<file path="src/power_mode_pkg.sv">
package power_mode_pkg;
    // register offsets (byte addresses on the plain register port)
    localparam logic [23:0] MODE_CTRL_ADDR = 24'hFFFC60;
    localparam logic [23:0] CLK_STAT_ADDR = 24'hFFFC62;
    // control register field positions
    localparam int SAVE_BIT = 0;
    localparam int IDLE_BIT = 1;
    localparam int HALT_BIT = 2;
    localparam int WAIT_BEFORE_BIT = 3;
    localparam int OSC_DIS_BIT = 4;
    localparam int PLL_DIS_BIT = 5;
    localparam int OSC_GATE_BIT = 6;
    localparam int PLL_GATE_BIT = 7;
    // status register field positions
    localparam int LOW_STABLE_BIT = 0;
    localparam int MAIN_STABLE_BIT = 1;
    localparam int PLL_STABLE_BIT = 2;
    // reset values
    localparam logic [7:0] CTRL_RESET = 8'h00;
    localparam logic [7:0] READ_IDLE = 8'h00;
    // synchroniser depth for pin inputs
    localparam int SYNC_STAGES = 2;
    // power modes
    typedef enum logic [1:0] {
        MODE_ACTIVE,
        MODE_SAVE,
        MODE_IDLE,
        MODE_HALT
    } power_mode_t;
    // sequencer states
    typedef enum logic [2:0] {
        SEQ_RUN,
        SEQ_ENTER_SAVE,
        SEQ_WAKE_OSC,
        SEQ_WAKE_PLL,
        SEQ_LEAVE_SAVE
    } seq_state_t;
endpackage : power_mode_pkg

</file>
<file path="src/pin_sync.sv">
`timescale 1ns/1ps
`default_nettype none
// two-stage synchroniser for a group of pin inputs
module pin_sync
    import power_mode_pkg::*;
#(
    parameter int WIDTH = 4
)
(
    input wire logic CLK,
    input wire logic RST_N,
    input wire logic [WIDTH-1:0] D,
    output logic [WIDTH-1:0] Q
);
    typedef struct packed {
        logic [WIDTH-1:0] meta_r; // first stage, read only by second stage
        logic [WIDTH-1:0] sync_r; // second stage, safe to use
    } sync_state_t;
    sync_state_t s_r;
    sync_state_t s_nxt;

    // shift the pins through both stages
    always_comb
    begin
        s_nxt.meta_r = D;
        s_nxt.sync_r = s_r.meta_r;
    end

    // reset to zero: stable flags look absent until proven
    always_ff @(posedge CLK or negedge RST_N)
    begin
        if (!RST_N)
        begin
            s_r <= '0;
        end
        else
        begin
            s_r <= s_nxt;
        end
    end

    assign Q = s_r.sync_r;
endmodule : pin_sync
`default_nettype wire

</file>
<file path="src/power_mode_manager.sv">
// The plain strobed port is this design's own decision.
`timescale 1ns/1ps
`default_nettype none
module power_mode_manager
    import power_mode_pkg::*;
(
    input wire logic CLK,
    input wire logic RST_N,
    input wire logic [23:0] ADDR,
    input wire logic [7:0] WDATA,
    input wire logic WR,
    input wire logic RD,
    output logic [7:0] RDATA,
    input wire logic WAIT_EXEC,
    input wire logic WAKE,
    input wire logic LINK_SLEEP,
    input wire logic PLL_POWER_DOWN,
    input wire logic MAIN_OSC_STABLE,
    input wire logic PLL_STABLE,
    input wire logic LOW_OSC_STABLE,
    output logic SYS_CLK_EN,
    output logic SYS_CLK_SLOW,
    output logic SLOW_CLK_EN,
    output logic MAIN_OSC_EN,
    output logic PLL_EN,
    output logic AUX_CLK_EN,
    output logic LOW_OSC_LOWPOWER,
    output logic [1:0] POWER_MODE
);
    // all state of the manager
    typedef struct packed {
        power_mode_t mode_r;     // current power mode
        seq_state_t seq_r;       // transition sequencer
        logic [7:0] ctrl_r;      // control register image
        logic armed_r;           // request waiting for a wait instruction
        logic [7:0] rdata_r;     // read data
        logic sys_en_r;          // system clock gate
        logic sys_slow_r;        // system clock from slow clock
        logic slow_en_r;         // slow clock gate
        logic osc_en_r;          // main oscillator enable
        logic pll_en_r;          // pll enable
    } pm_state_t;
    pm_state_t s_r;
    pm_state_t s_nxt;

    logic [2:0] stab; // synchronised stable flags: pll, main, low
    logic [1:0] evt;  // synchronised wake and link sleep
    logic wake_now;
    logic sleep_now;

    // analog stable flags and wake pins come from other clocks
    pin_sync #(.WIDTH(5)) pin_sync_inst (
        .CLK(CLK),
        .RST_N(RST_N),
        .D({PLL_STABLE, MAIN_OSC_STABLE, LOW_OSC_STABLE, WAKE, LINK_SLEEP}),
        .Q({stab, evt})
    );
    assign wake_now = evt[1];
    assign sleep_now = evt[0];

    // next-state logic
    always_comb
    begin
        logic wr_ctrl;
        logic in_low;
        logic osc_off;
        logic pll_off;
        logic pll_ok;
        logic waking;   // wake sequence owns the sources
        logic halt_lag; // first cycle of halt
        wr_ctrl = 1'b0;
        in_low = 1'b0;
        osc_off = 1'b0;
        pll_off = 1'b0;
        pll_ok = 1'b0;
        waking = 1'b0;
        halt_lag = 1'b0;
        s_nxt = s_r;
        wr_ctrl = WR && (ADDR == MODE_CTRL_ADDR);
        // pll stable reads set while pll is disabled
        pll_ok = stab[2] || !s_r.pll_en_r;

        // read path: data one cycle after the strobe, unmapped reads zero
        s_nxt.rdata_r = READ_IDLE;
        if (RD && ADDR == MODE_CTRL_ADDR)
        begin
            s_nxt.rdata_r = s_r.ctrl_r;
        end
        else if (RD && ADDR == CLK_STAT_ADDR)
        begin
            s_nxt.rdata_r = {5'h00, pll_ok, stab[1], stab[0]};
        end

        // software writes: mode bits are request bits, handled below
        if (wr_ctrl)
        begin
            s_nxt.ctrl_r[7:3] = WDATA[7:3];
            s_nxt.ctrl_r[IDLE_BIT] = WDATA[IDLE_BIT];
            s_nxt.ctrl_r[HALT_BIT] = WDATA[HALT_BIT];
            if (WDATA[SAVE_BIT] && !s_r.ctrl_r[SAVE_BIT])
            begin
                if (WDATA[WAIT_BEFORE_BIT])
                begin
                    // deferred entry: bit reads one at once
                    s_nxt.ctrl_r[SAVE_BIT] = 1'b1;
                end
                else if (s_r.mode_r == MODE_ACTIVE && s_r.seq_r == SEQ_RUN)
                begin
                    s_nxt.seq_r = SEQ_ENTER_SAVE;
                end
            end
            else if (!WDATA[SAVE_BIT] && s_r.ctrl_r[SAVE_BIT])
            begin
                if (s_r.mode_r == MODE_SAVE && s_r.seq_r == SEQ_RUN)
                begin
                    // bit stays set until active is reached
                    s_nxt.seq_r = SEQ_LEAVE_SAVE;
                end
                else if (s_r.mode_r == MODE_ACTIVE)
                begin
                    s_nxt.ctrl_r[SAVE_BIT] = 1'b0;
                end
            end
            // requests armed only with wait-before set
            s_nxt.armed_r = WDATA[WAIT_BEFORE_BIT] &&
                (WDATA[SAVE_BIT] || WDATA[IDLE_BIT] || WDATA[HALT_BIT]);
        end

        // sequencer
        unique case (s_r.seq_r)
            SEQ_RUN:
            begin
                if (wake_now && s_r.mode_r != MODE_ACTIVE)
                begin
                    // wake: re-enable the oscillator first
                    s_nxt.ctrl_r[OSC_DIS_BIT] = 1'b0;
                    s_nxt.seq_r = SEQ_WAKE_OSC;
                end
                else if (WAIT_EXEC && s_r.armed_r && s_r.mode_r != MODE_HALT && stab[0])
                begin
                    // low oscillator must be stable before leaving active
                    s_nxt.armed_r = 1'b0;
                    if (s_r.ctrl_r[HALT_BIT])
                    begin
                        s_nxt.mode_r = MODE_HALT;
                    end
                    else if (s_r.ctrl_r[IDLE_BIT])
                    begin
                        s_nxt.mode_r = MODE_IDLE;
                    end
                    else if (s_r.ctrl_r[SAVE_BIT])
                    begin
                        s_nxt.mode_r = MODE_SAVE;
                    end
                end
            end
            SEQ_ENTER_SAVE:
            begin
                // waits on the low oscillator before switching
                if (stab[0])
                begin
                    s_nxt.mode_r = MODE_SAVE;
                    s_nxt.ctrl_r[SAVE_BIT] = 1'b1;
                    s_nxt.seq_r = SEQ_RUN;
                end
            end
            SEQ_WAKE_OSC:
            begin
                s_nxt.ctrl_r[OSC_DIS_BIT] = 1'b0;
                if (stab[1])
                begin
                    s_nxt.ctrl_r[PLL_DIS_BIT] = 1'b0;
                    s_nxt.ctrl_r[HALT_BIT] = 1'b0;
                    s_nxt.seq_r = SEQ_WAKE_PLL;
                end
            end
            SEQ_WAKE_PLL:
            begin
                s_nxt.ctrl_r[PLL_DIS_BIT] = 1'b0;
                if (pll_ok)
                begin
                    s_nxt.mode_r = MODE_ACTIVE;
                    s_nxt.ctrl_r[SAVE_BIT] = 1'b0;
                    s_nxt.ctrl_r[IDLE_BIT] = 1'b0;
                    s_nxt.armed_r = 1'b0;
                    s_nxt.seq_r = SEQ_RUN;
                end
            end
            SEQ_LEAVE_SAVE:
            begin
                // active needs the main oscillator and pll stable
                if (stab[1] && pll_ok)
                begin
                    s_nxt.mode_r = MODE_ACTIVE;
                    s_nxt.ctrl_r[SAVE_BIT] = 1'b0;
                    s_nxt.seq_r = SEQ_RUN;
                end
            end
            default:
            begin
                s_nxt.seq_r = SEQ_RUN;
            end
        endcase

        // gating bits are dropped whenever active mode is reached
        if (s_nxt.mode_r == MODE_ACTIVE && s_r.mode_r != MODE_ACTIVE)
        begin
            s_nxt.ctrl_r[OSC_GATE_BIT] = 1'b0;
            s_nxt.ctrl_r[PLL_GATE_BIT] = 1'b0;
        end

        // clock decisions use the mode actually entered, so disables act after entry
        in_low = (s_nxt.mode_r == MODE_SAVE) || (s_nxt.mode_r == MODE_IDLE);
        // disable bit wins; gating only with link asleep and disable clear
        osc_off = in_low && (s_nxt.ctrl_r[OSC_DIS_BIT] ||
            (s_nxt.ctrl_r[OSC_GATE_BIT] && sleep_now));
        pll_off = in_low && (s_nxt.ctrl_r[PLL_DIS_BIT] ||
            (s_nxt.ctrl_r[PLL_GATE_BIT] && sleep_now && !PLL_POWER_DOWN));
        // a wake needs the oscillator, then the pll, even from halt or a gated
        // sleep; without this the sequencer would wait forever on a stable flag
        waking = (s_nxt.seq_r == SEQ_WAKE_OSC) || (s_nxt.seq_r == SEQ_WAKE_PLL);
        // on halt entry the sources outlive the system clock by one cycle
        halt_lag = (s_nxt.mode_r == MODE_HALT) && (s_r.mode_r != MODE_HALT);
        // active forces on (the pll only without power-down), halt forces off once the system clock has stopped,
        // except the oscillator while a wake runs and the pll in SEQ_WAKE_PLL
        s_nxt.osc_en_r = (s_nxt.mode_r == MODE_ACTIVE) || waking ||
            (halt_lag && s_r.osc_en_r) ||
            (in_low && !osc_off);
        s_nxt.pll_en_r = !PLL_POWER_DOWN && ((s_nxt.mode_r == MODE_ACTIVE) ||
            (s_nxt.seq_r == SEQ_WAKE_PLL) || (halt_lag && s_r.pll_en_r) ||
            (in_low && !pll_off));
        // system clock stops in idle and halt; slow domain stops only in halt
        s_nxt.sys_en_r = (s_nxt.mode_r == MODE_ACTIVE) ||
            (s_nxt.mode_r == MODE_SAVE);
        s_nxt.sys_slow_r = (s_nxt.mode_r == MODE_SAVE);
        s_nxt.slow_en_r = (s_nxt.mode_r != MODE_HALT);
    end

    // register the whole state
    always_ff @(posedge CLK or negedge RST_N)
    begin
        if (!RST_N)
        begin
            s_r.mode_r <= MODE_ACTIVE;
            s_r.seq_r <= SEQ_RUN;
            s_r.ctrl_r <= CTRL_RESET;
            s_r.armed_r <= 1'b0;
            s_r.rdata_r <= READ_IDLE;
            s_r.sys_en_r <= 1'b1;
            s_r.sys_slow_r <= 1'b0;
            s_r.slow_en_r <= 1'b1;
            s_r.osc_en_r <= 1'b1;
            s_r.pll_en_r <= 1'b1;
        end
        else
        begin
            s_r <= s_nxt;
        end
    end

    // outputs
    assign RDATA = s_r.rdata_r;
    assign SYS_CLK_EN = s_r.sys_en_r;
    assign SYS_CLK_SLOW = s_r.sys_slow_r;
    assign SLOW_CLK_EN = s_r.slow_en_r;
    assign MAIN_OSC_EN = s_r.osc_en_r;
    assign PLL_EN = s_r.pll_en_r;
    // aux clocks follow the main oscillator
    assign AUX_CLK_EN = s_r.osc_en_r;
    assign LOW_OSC_LOWPOWER = (s_r.mode_r == MODE_HALT);
    assign POWER_MODE = s_r.mode_r;

    // checks
    halt_clocks_a: assert property (@(posedge CLK) disable iff (!RST_N)
        LOW_OSC_LOWPOWER && $past(LOW_OSC_LOWPOWER) && s_r.seq_r == SEQ_RUN
        |-> !MAIN_OSC_EN && !PLL_EN && !SLOW_CLK_EN)
        else $error("halt left a clock running");
    idle_sysclk_a: assert property (@(posedge CLK) disable iff (!RST_N)
        s_r.mode_r == MODE_IDLE |-> !SYS_CLK_EN && SLOW_CLK_EN)
        else $error("idle clock gating wrong");
    active_on_a: assert property (@(posedge CLK) disable iff (!RST_N)
        s_r.mode_r == MODE_ACTIVE |-> MAIN_OSC_EN && (PLL_EN == !$past(PLL_POWER_DOWN)))
        else $error("active mode clocks not on");
    aux_follow_a: assert property (@(posedge CLK) disable iff (!RST_N)
        AUX_CLK_EN |-> MAIN_OSC_EN)
        else $error("aux clock without main clock");
    osc_dis_a: assert property (@(posedge CLK) disable iff (!RST_N)
        (s_r.mode_r == MODE_SAVE || s_r.mode_r == MODE_IDLE) && s_r.ctrl_r[OSC_DIS_BIT]
        |-> !MAIN_OSC_EN)
        else $error("oscillator not disabled");
    gate_clear_a: assert property (@(posedge CLK) disable iff (!RST_N)
        $changed(s_r.mode_r) && s_r.mode_r == MODE_ACTIVE
        |-> !s_r.ctrl_r[OSC_GATE_BIT] && !s_r.ctrl_r[PLL_GATE_BIT])
        else $error("gating bits survived active entry");
    wake_order_a: assert property (@(posedge CLK) disable iff (!RST_N)
        s_r.seq_r == SEQ_WAKE_OSC && !stab[1] |=> s_r.mode_r != MODE_ACTIVE)
        else $error("active before oscillator stable");
    save_read_a: assert property (@(posedge CLK) disable iff (!RST_N)
        s_r.seq_r == SEQ_ENTER_SAVE |-> !s_r.ctrl_r[SAVE_BIT])
        else $error("save bit set before switch done");
    halt_wait_a: assert property (@(posedge CLK) disable iff (!RST_N)
        $rose(s_r.mode_r == MODE_HALT) |-> $past(WAIT_EXEC))
        else $error("halt entered without wait");
    // halt entry: system clock first, oscillator one cycle later
    halt_order_a: assert property (@(posedge CLK) disable iff (!RST_N)
        $rose(LOW_OSC_LOWPOWER)
        |-> !SYS_CLK_EN && !SLOW_CLK_EN && (MAIN_OSC_EN == $past(MAIN_OSC_EN)))
        else $error("halt stopped oscillator with system clock");
    wake_osc_a: assert property (@(posedge CLK) disable iff (!RST_N)
        s_r.seq_r == SEQ_WAKE_OSC |-> MAIN_OSC_EN)
        else $error("oscillator not restarted on wake");
    pll_down_a: assert property (@(posedge CLK) disable iff (!RST_N)
        $past(PLL_POWER_DOWN) |-> !PLL_EN)
        else $error("pll running under power-down");
    // gating must not act while the link is awake
    gate_awake_a: assert property (@(posedge CLK) disable iff (!RST_N)
        (s_r.mode_r == MODE_SAVE || s_r.mode_r == MODE_IDLE) && !s_r.ctrl_r[OSC_DIS_BIT]
        && !$past(sleep_now) |-> MAIN_OSC_EN)
        else $error("oscillator gated while link awake");
    enter_save_c: cover property (@(posedge CLK) s_r.seq_r == SEQ_ENTER_SAVE ##[1:20]
        s_r.mode_r == MODE_SAVE);
    enter_halt_c: cover property (@(posedge CLK) s_r.mode_r == MODE_HALT);
    wake_halt_c: cover property (@(posedge CLK) s_r.mode_r == MODE_HALT ##[1:50]
        s_r.mode_r == MODE_ACTIVE);
    gated_sleep_c: cover property (@(posedge CLK) s_r.mode_r == MODE_SAVE && sleep_now
        && !PLL_EN);
endmodule : power_mode_manager
`default_nettype wire

</file>
<file path="config.mk">
export PLATFORM = sky130hd
export DESIGN_NAME = power_mode_manager
export DESIGN_NICKNAME = d
export VERILOG_FILES = /design/src/power_mode_pkg.sv /design/src/pin_sync.sv /design/src/power_mode_manager.sv
export SDC_FILE = /design/constraint.sdc
export NUM_CORES = 1
export LEC_CHECK = 0
export BUFFER_PORTS_ARGS = -buffer_cell sky130_fd_sc_hd__buf_4
export CORE_MARGIN = 2
export CORE_UTILIZATION = 54
export DETAILED_ROUTE_END_ITERATION = 16
export PLACE_DENSITY = 0.85
export SYNTH_ARGS = -nofsm -noshare
export SYNTH_HDL_FRONTEND = slang
export SYNTH_SLANG_ARGS = --single-unit
</file>
<file path="constraint.sdc">
create_clock -name CLK -period 4.4 [get_ports CLK]
set_input_delay 0.66 -clock CLK [delete_from_list [all_inputs] [get_ports CLK]]
set_output_delay 0.66 -clock CLK [all_outputs]
set_load 0.005 [all_outputs]
</file>
=== Word-level counts from Yosys, hierarchy flattened ===
Index checks and enable logic that the tools add are counted.

* Add/sub/neg operators: 0
* Multipliers: 0
* Div/mod/pow operators: 0
* Magnitude comparators: 0
* Equal/unequal tests: 15
* Shift-type cells: 0
* Mux-type cells: 40
* Bitwise logic cells: 0
* Reductions and logical operators: 49

{| class="wikitable"
|+ Operators with widths
! kind !! count
|-
| 24-bit == test, second input constant || 2
|-
| 3-bit 2-to-1 mux || 9
|-
| 1-bit logical AND || 25
|-
| 5-bit 2-to-1 mux || 3
|-
| 3-bit one-hot mux with 5 select lines || 1
|-
| 1-bit logical OR || 14
|-
| 1-bit 2-to-1 mux || 14
|-
| 3-bit by 2-bit == test with 1-bit output, second input constant || 4
|-
| 12-bit 2-to-1 mux || 1
|-
| 2-bit 2-to-1 mux || 6
|-
| 8-bit 2-to-1 mux || 1
|-
| 2-bit one-hot mux with 4 select lines || 1
|-
| 2-bit == test, second input constant || 3
|-
| 1-bit zero test || 6
|-
| 1-bit one-hot mux with 2 select lines || 3
|-
| 2-bit by 1-bit == test with 1-bit output, second input constant || 2
|-
| 2-bit zero test || 2
|-
| 2-bit inequality test, second input constant || 2
|-
| 3-bit by 1-bit == test with 1-bit output, second input constant || 1
|-
| 3-bit == test, second input constant || 1
|-
| 3-bit zero test || 1
|-
| 1-bit one-hot mux with 3 select lines || 1
|-
| 2-bit nonzero test || 1
|}

* Register bits: 37
* Latch bits: 0
* Memory bits (writable): 0
* Bits in read-only memories: 0
* Input port bits: 43
* Output and inout bits: 17
* Logic and storage cells: 117
* Memories: 0

=== Logic depth before layout (Yosys ltp) ===
Gate-level depths: netlist (run 1).

* Word-level depth: 19
* Depth in mapped cells: 12
* Mapped depth without buffers: 11

=== Modules after synthesis ===
From an unflattened synthesis (run 1), not the netlist that was laid out.

* Cells, all modules: 175
* Area total of the unflattened synthesis: 1,853.0 µm²

{| class="wikitable"
|+ By module, submodules not included
! module !! instances !! cells each !! area an instance (µm²) !! sequential area each (µm²)
|-
| power_mode_manager || 1 || 165 || 1,602.8 || 680.7
|-
| pin_sync || 1 || 10 || 250.2 || 250.2
|}

=== Worst setup path before layout (run 1) ===
Ideal clock, no wire load.

* Path kind: input to register
* Start: input port WAIT_EXEC
* End: register s_r (netlist bit PLL_EN)
* Library setup time: 0.075 ns
* Data arrival time: 2.667 ns
* Required time: 4.325 ns
* Slack: 1.658 ns
* Cell stages on the path: 10
* Path buffers: 0
* Cell sequence: nand3_1 > nor3b_1 > a21boi_0 > o31ai_1 > o21a_1 > ha_1 > o21ai_0 > and3_1 > a2111o_1 > o211ai_2

{| class="wikitable"
|+ RTL lines
! what !! RTL line !! source
|-
| start, declared || power_mode_manager.sv:14 || <nowiki>input wire logic WAIT_EXEC,</nowiki>
|-
| end signal, assigned || power_mode_manager.sv:257 || <nowiki>s_r <= s_nxt;</nowiki>
|-
| end, declared || power_mode_manager.sv:43 || <nowiki>pm_state_t s_r;</nowiki>
|}

==> run_results.csv, run 1 <==
group,metric,value,unit
finish,fin_cells,275,
finish,antenna_cells,0,
sta,skew,0.00979,ns
global_route,use_met1,30.8,%
pwr,p_leak,1.07,nW
sta,post-route-period-util,69.5,%
logic_synthesis,synthFlopType,"dfrtp_1",
logic_synthesis,synthArstFlopShare,100,%
worst_setup_path,critPathRequiredTime,4.66,ns
logic_synthesis,yosysSeqAreaShare,51.3,%
pwr,pwr-share-comb,8.0,%
clock_tree,cts_buffers,5,
global_route,grt-busiest-layer,"met2",
worst_setup_path,crit_path_frequent_cell,"o21a_1",
worst_setup_path,path_delay_family,"compound AO/OA/AOI/OAI gates",
clock_tree,cts_tree,"built",
logic_synthesis,synth_warnings,0,
run_status,status,"completed",
drt,drc,0,
worst_setup_path,slowest_delay,0.47,ns
logic_synthesis,syn-cell-area,1810,um^2
place,port_buffers,59,
pwr,powerDensity,245,nW/um^2
global_route,gr-usage-met3,6.83,%
worst_setup_path,cp_slowest_cell,"dfrtp_1",
drt,viasPerCell,5.62,
global_route,grt_max_degree,38,
job,max_cap_viol_count,0,
finish,fin_nets,274,
clock_tree,ctsHoldBuffers,0,
clock_tree,post_cts_resized,0,
sta,slew_headroom,67.4,%
worst_setup_path,startpoint_type,"flop",
clock_tree,worstSkewPairLatency,0.33,ns
hold_path,hp-class,"in -> async",
pwr,p_seq_share,63.0,%
clock_tree,cts_sinks,37,
worst_setup_path,path_max_fanout,8,
sta,tightest_slew,0.490,ns
global_route,grt_pass1_vias,1382,
logic_synthesis,synth_cell_types,48,
drt,firstDrtPassIters,4,
sta,layout_min_cycle_time,3.06,ns
clock_tree,cts.clk_slew.worst_paths,0.10,ns
sta,slew_violations,0,
sta,fmax,0.327,GHz
clock_tree,cts_buffer_depth,2,
finish,area_growth,24.8,%
sta,tns,0,ns
logic_synthesis,syn_avg_cell_area,10.2,um^2
floorplan,start_util,55.2,%
drt,wl_per_cell,14.9,um
sta,rsz0062_at_grt,"no",
drt,drt_wl_total,4080,um
logic_synthesis,synth_cells,177,
pwr,power.switching,117,uW
worst_setup_path,arrival,3.32,ns
logic_synthesis,syn_nets,223,
logic_synthesis,synth_edf_count,0,
finish,final_core_util,68.9,%
worst_setup_path,critPathBufInv,0,
pwr,p_int,437,uW
global_route,grt_pass1_wl,6440,um
global_route,globalRouteMet2Util,37.5,%
drt,drt_iter0_markers,80,
pwr,clkPwrFrac,29.0,%
worst_setup_path,critPathKind,"reg -> reg",
place,dpl.hpwl,3240,um
place,place_area,2210,um^2
floorplan,core_area,3280,um^2
floorplan,dieArea,3840,um^2
floorplan,core.rowCount,21,
floorplan,die_h,62.0,um
sta,finalHoldViolCount,0,
floorplan,num_io_pins,60,
finish,fill_cells,284,
global_route,antenna_found_initial,0,
place,place.gp.congestion,0.906,
pwr,p_sw_share,21.1,%
global_route,overflow,0,
clock_tree,cts_setup_buffers,0,
finish,drive_gt1_share,32.8,%
place,placed_cells,267,
clock_tree,cts-root-buf,"clkbuf_4",
sta,setup-violations-final,0,
worst_setup_path,crit_path_end_kind,"flop",
logic_synthesis,synth-seq-cells,37,
worst_setup_path,path_cells,"o21a_1, nor3b_1, a21boi_0, o31ai_1, o21a_1, ha_1, o21ai_0, and3_1, a2111o_1, o211ai_2",
finish,fin_area,2260,um^2
clock_tree,h-tree-depth,2,
drt,antenna_left,0,
pwr,ir_worst_vdd,207,uV
floorplan,die_w,62.0,um
drt,dr_total_vias,1546,
global_route,track_usage,23.6,%
[flip-flops by register name, indices dropped and copies added (netlist names)]
register             cells
SYS_CLK_EN               1
PLL_EN                   1
SYS_CLK_SLOW             1
pin_sync_inst.Q          5
SLOW_CLK_EN              1
POWER_MODE               2
AUX_CLK_EN               1
pin_sync_inst.s_nxt      5
RDATA                    8
s_r                     12
[placed cells by master, fill, tap and decap left out, types with 2 or more instances in the layout]
master    synthesis  routed
a21boi_0          4       4
a21oi_1           8       8
a22o_1            3       3
a31o_2            2       2
a31oi_1           4       4
and2_1            6       6
and3_1            2       2
buf_4            11      59
clkbuf_1          2       3
clkbuf_4          0       5
dfrtp_1          33      33
dfstp_2           4       4
ha_1              3       3
inv_1             5       5
mux2i_1           2       2
nand2_1          17      17
nand2b_1          3       3
nand3_1           9       9
nand3b_1          2       2
nand4_1           4       4
nor2_1           10      10
nor4b_1           2       2
o21a_1            3       3
o21ai_0          10      10
o31ai_1           2       2
or2_2             2       2
[power by group through the flow]
stage / clock network (mW) / logic, mW / registers (mW)
6_report: 0.161 / 0.0446 / 0.349
4_1_cts: 0.169 / 0.0453 / 0.349
3_3_place_gp: 0 / 0.0444 / 0.356
3_5_place_dp: 0 / 0.0453 / 0.356
5_1_grt: 0.185 / 0.0492 / 0.350
2_1_floorplan: 0 / 0.00707 / 0.354
[worst register-to-register path: stages, from the launching register on]
cell      delay [ns]
dfrtp_1         0.47
o21a_1          0.25
nor3b_1         0.38
a21boi_0        0.15
o31ai_1         0.30
o21a_1          0.22
ha_1            0.23
o21ai_0         0.20
and3_1          0.24
a2111o_1        0.41
o211ai_2        0.14
[cell type report]
class / count / area, um^2 / area share, %
Tap cell: 46 / 57.6 / 2.54
Multi-Input combinational cell: 120 / 764 / 33.8
Inverter: 5 / 18.8 / 0.829
Sequential cell: 37 / 931 / 41.1
Clock buffer: 8 / 48.8 / 2.16
Timing Repair Buffer: 59 / 443 / 19.6
[metrics by stage]
stage,total power [mW],setup WS [ns],hold slack (ns)
global placement,0.400,1.43,0.334
floorplan,0.361,1.66,0.331
global route,0.584,1.06,0.275
CTS,0.563,1.40,0.267
finish,0.554,1.34,0.257
detailed placement,0.401,1.31,0.337
[cell usage after synthesis (all sizes together), types with 3 or more instances]
library cell	instances	share of area, %
dfrtp	33	46
nand2	17	3.5
buf	13	5.1
nor2	10	2.1
o21ai	10	2.8
nand3	9	2.5
a21oi	8	2.2
and2	6	2.1
inv	5	1.0
a21boi	4	1.7
a31oi	4	1.4
dfstp	4	5.8
nand4	4	1.4
a22o	3	1.4
ha	3	2.1
nand2b	3	1.0
o21a	3	1.2
[cell families after synthesis]
group,after synthesis,synth area share [%]
adder cells (fa/ha/maj),3,2.07
AO/OA/AOI/OAI,46,17.7
multiplexers,2,1.10
AND/OR/NAND/NOR,69,21.3
flip-flops,37,51.3
buffers and inverters,20,6.55
[worst paths after layout]
kind,cells past startpoint,startpoint,to,slack [ns]
max,10,POWER_MODE[1]$_DFF_PN0_,PLL_EN$_DFF_PN1_,1.34
min,1,RST_N,SYS_CLK_SLOW$_DFF_PN0_,0.26
max reg2reg,10,POWER_MODE[1]$_DFF_PN0_,PLL_EN$_DFF_PN1_,1.34
min reg2reg,0,pin_sync_inst.s_nxt[0]$_DFF_PN0_,pin_sync_inst.Q[0]$_DFF_PN0_,0.36
max in group asynchronous,1,RST_N,AUX_CLK_EN$_DFF_PN1_,3.79
min in group CLK,0,pin_sync_inst.s_nxt[0]$_DFF_PN0_,pin_sync_inst.Q[0]$_DFF_PN0_,0.36
[layer usage]
| metal | vias up | part of all wire, % |
|---|---|---|
| li1 | 736 | - |
| met1 | 738 | 42 |
| met2 | 66 | 50 |
| met3 | 6 | 6.5 |
| met4 | 0 | 1.2 |
| met5 | - | 0 |
No activity file was read; power rests on OpenSTA's default activity.
==> run 2, diff against run 1 <==
ABC_AREA = 1   (was not set)
CORE_UTILIZATION = 46   (was 54)
PLACE_DENSITY = 0.76   (was 0.85)
clock period = 2.7 ns   (was 4.4 ns; I/O delays follow)
==> run_results.csv, run 2 <==
group,metric,value,unit
floorplan,core_area,4000,um^2
place,preCtsSetupSlack,0.118,ns
worst_setup_path,startpoint_type,"flop",
sta,tightest_slew,0.451,ns
drt,drt_wl_total,4130,um
floorplan,core.rowCount,23,
sta,setup-violations-final,0,
floorplan,die_w,68.6,um
clock_tree,cts_buffer_depth,2,
floorplan,dieArea,4710,um^2
place,place.gp.congestion,0.918,
pwr,ir_worst_vdd,520,uV
drt,viasPerCell,4.81,
logic_synthesis,synth-seq-cells,37,
drt,drt_iter0_markers,119,
floorplan,num_io_pins,60,
clock_tree,worstSkewPairLatency,0.30,ns
drt,firstDrtPassIters,4,
sta,finalHoldViolCount,0,
logic_synthesis,synthFlopType,"dfrtp_1",
floorplan,start_util,48.0,%
finish,drive_gt1_share,35.3,%
logic_synthesis,yosysSeqAreaShare,48.5,%
finish,final_common_cell,"buf_4",
worst_setup_path,path_max_fanout,4,
logic_synthesis,synth_top_area_cell,"dfrtp_1",
clock_tree,cts_tree,"built",
finish,top_register,"s_r",
drt,dr_total_vias,1632,
finish,layout_common_cells,"buf_4 (61), nand2_1 (48), dfrtp_1 (33)",
logic_synthesis,syn-cell-area,1920,um^2
pwr,powerDensity,726,nW/um^2
run_status,status,"completed",
drt,antenna_left,0,
logic_synthesis,synthArstFlopShare,100,%
pwr,p_leak,1.28,nW
worst_setup_path,critPathKind,"reg -> reg",
global_route,overflow,0,
drt,drc,0,
sta,fin_ws,0.240,ns
place,port_buffers,59,
hold_path,hp-class,"in -> async",
logic_synthesis,syn_avg_cell_area,8.24,um^2
finish,antenna_cells,0,
worst_setup_path,slowest_delay,0.56,ns
logic_synthesis,synth_warnings,0,
finish,area_growth,27.0,%
place,dpl.hpwl,3310,um
finish,fin_area,2440,um^2
finish,final_core_util,61.0,%
floorplan,die_h,68.6,um
logic_synthesis,synth_area_leaders,"dfrtp_1 (43%), nand2_1 (9.4%), inv_1 (6.3%)",
logic_synthesis,yosys.area.top_type_share,43.0,%
place,place_area,2330,um^2
clock_tree,cts-root-buf,"clkbuf_8",
finish,largest_reg_flops,12,
worst_setup_path,crit_path_end_kind,"flop",
sta,skew,0.00458,ns
logic_synthesis,synth.most_common_cell,"nand2_1",
global_route,antenna_found_initial,0,
logic_synthesis,synth_cells,233,
sta,rsz0062_at_grt,"no",
finish,fin_nets,334,
sta,slew_headroom,69.9,%
worst_setup_path,path_cells,"inv_1, nor2_2, nor2_1, nor2_1, nor2_1, inv_1, nor2_2, o211ai_1, buf_4, inv_2, ha_1, nand2_1, o21ai_1, a21oi_1, nand2_1, nand3_1, nand2_1",
clock_tree,h-tree-depth,2,
clock_tree,cts.clk_slew.worst_paths,0.08,ns
sta,post-route-period-util,91.1,%
sta,tns,0,ns
global_route,track_usage,20.6,%
logic_synthesis,syn_nets,279,
sta,layout_min_cycle_time,2.46,ns
job,max_cap_viol_count,0,
global_route,grt_pass1_wl,6930,um
sta,slew_violations,0,
clock_tree,ctsHoldBuffers,0,
logic_synthesis,synth_edf_count,0,
worst_setup_path,critPathRequiredTime,2.92,ns
clock_tree,cts_sinks,37,
worst_setup_path,arrival,2.68,ns
global_route,grt_pass1_vias,1596,
sta,fmax,0.407,GHz
clock_tree,cts_buffers,5,
logic_synthesis,synth_common_cells,"nand2_1 (48), dfrtp_1 (33), inv_1 (32)",
worst_setup_path,cp_slowest_cell,"dfstp_2",
drt,wl_per_cell,12.2,um
logic_synthesis,synth_cell_types,36,
global_route,grt_max_degree,38,
## run 2: cell count changes in the layout (fill, tap and decap cells not counted), sizes merged, moves of 4 or more
cell    previous run  this run
a21boi             4         0
nand2             17        50
and2               6         0
nor2              10        30
inv                5        45
nand3              9        14
## run 2: stage by stage
step / total power [mW] / std cells / hold slack (ns)
after floorplan: 1.13 / 233 / 0.109
after global placement: 1.33 / 329 / 0.332
after detailed placement: 1.35 / 329 / 0.335
after CTS: 1.75 / 337 / 0.0625
after global routing: 1.90 / 339 / 0.0789
final: 1.77 / 339 / 0.0482
## run 2: area by class of cell
class	instances	area (um^2)
clock buffers	5	68.8
multi-input cells	138	729
flip-flops and latches	37	931
clock inverters	3	21.3
fillers	348	1560
repair buffers	61	458
inverters	45	169
well taps	50	62.6
## run 2: kinds of logic after synthesis
| family | Yosys count | share of synthesized area, % |
|---|---|---|
| fa+ha+maj | 3 | 1.95 |
| flops | 37 | 48.5 |
| compound gates | 29 | 9.58 |
| simple gates | 106 | 26.3 |
| buf+inv | 58 | 13.7 |
## run 2: worst max-delay path: cells and delay by family, from the launching register on
family          cells  cell delay [ns]
compound gates      3             0.42
fa+ha+maj           1             0.20
buf+inv             4             0.31
flops               1             0.56
simple gates        9             0.87
## run 2: path summary, 6_finish.rpt
| check | start | end | slack [ns] | cells past startpoint |
|---|---|---|---|---|
| setup / recovery | PLL_EN$_DFF_PN1_ | AUX_CLK_EN$_DFF_PN1_ | 0.24 | 17 |
| hold / removal | RST_N | s_r[13]$_DFF_PN0_ | 0.05 | 1 |
| setup reg to reg | PLL_EN$_DFF_PN1_ | AUX_CLK_EN$_DFF_PN1_ | 0.24 | 17 |
| hold reg to reg | pin_sync_inst.s_nxt[4]$_DFF_PN0_ | pin_sync_inst.Q[4]$_DFF_PN0_ | 0.35 | 0 |
| max in group asynchronous | RST_N | PLL_EN$_DFF_PN1_ | 2.30 | 1 |
| min in group CLK | MAIN_OSC_STABLE | pin_sync_inst.s_nxt[3]$_DFF_PN0_ | 0.21 | 1 |
## run 2: timing repair
| item | 4_1_cts | 5_1_grt |
|---|---|---|
| setup endpoints to repair | 0 | 2 |
| setup buffers | 0 | 2 |
| resized for setup | 0 | 1 |
## run 2: per-layer routing
layer	vias up	global-route usage, %	wire (um)
li1	831	-	-
met1	745	24.2	1770
met2	48	33.3	2010
met3	8	8.44	271
met4	0	8.25	72
met5	-	0	0
## run 2: report_power, final
| part | switching, mW | internal [mW] |
|---|---|---|
| Combinational | 0.377 | 0.300 |
| Clock | 0.211 | 0.183 |
| Sequential | 0.0689 | 0.632 |
| Total | 0.658 | 1.11 |
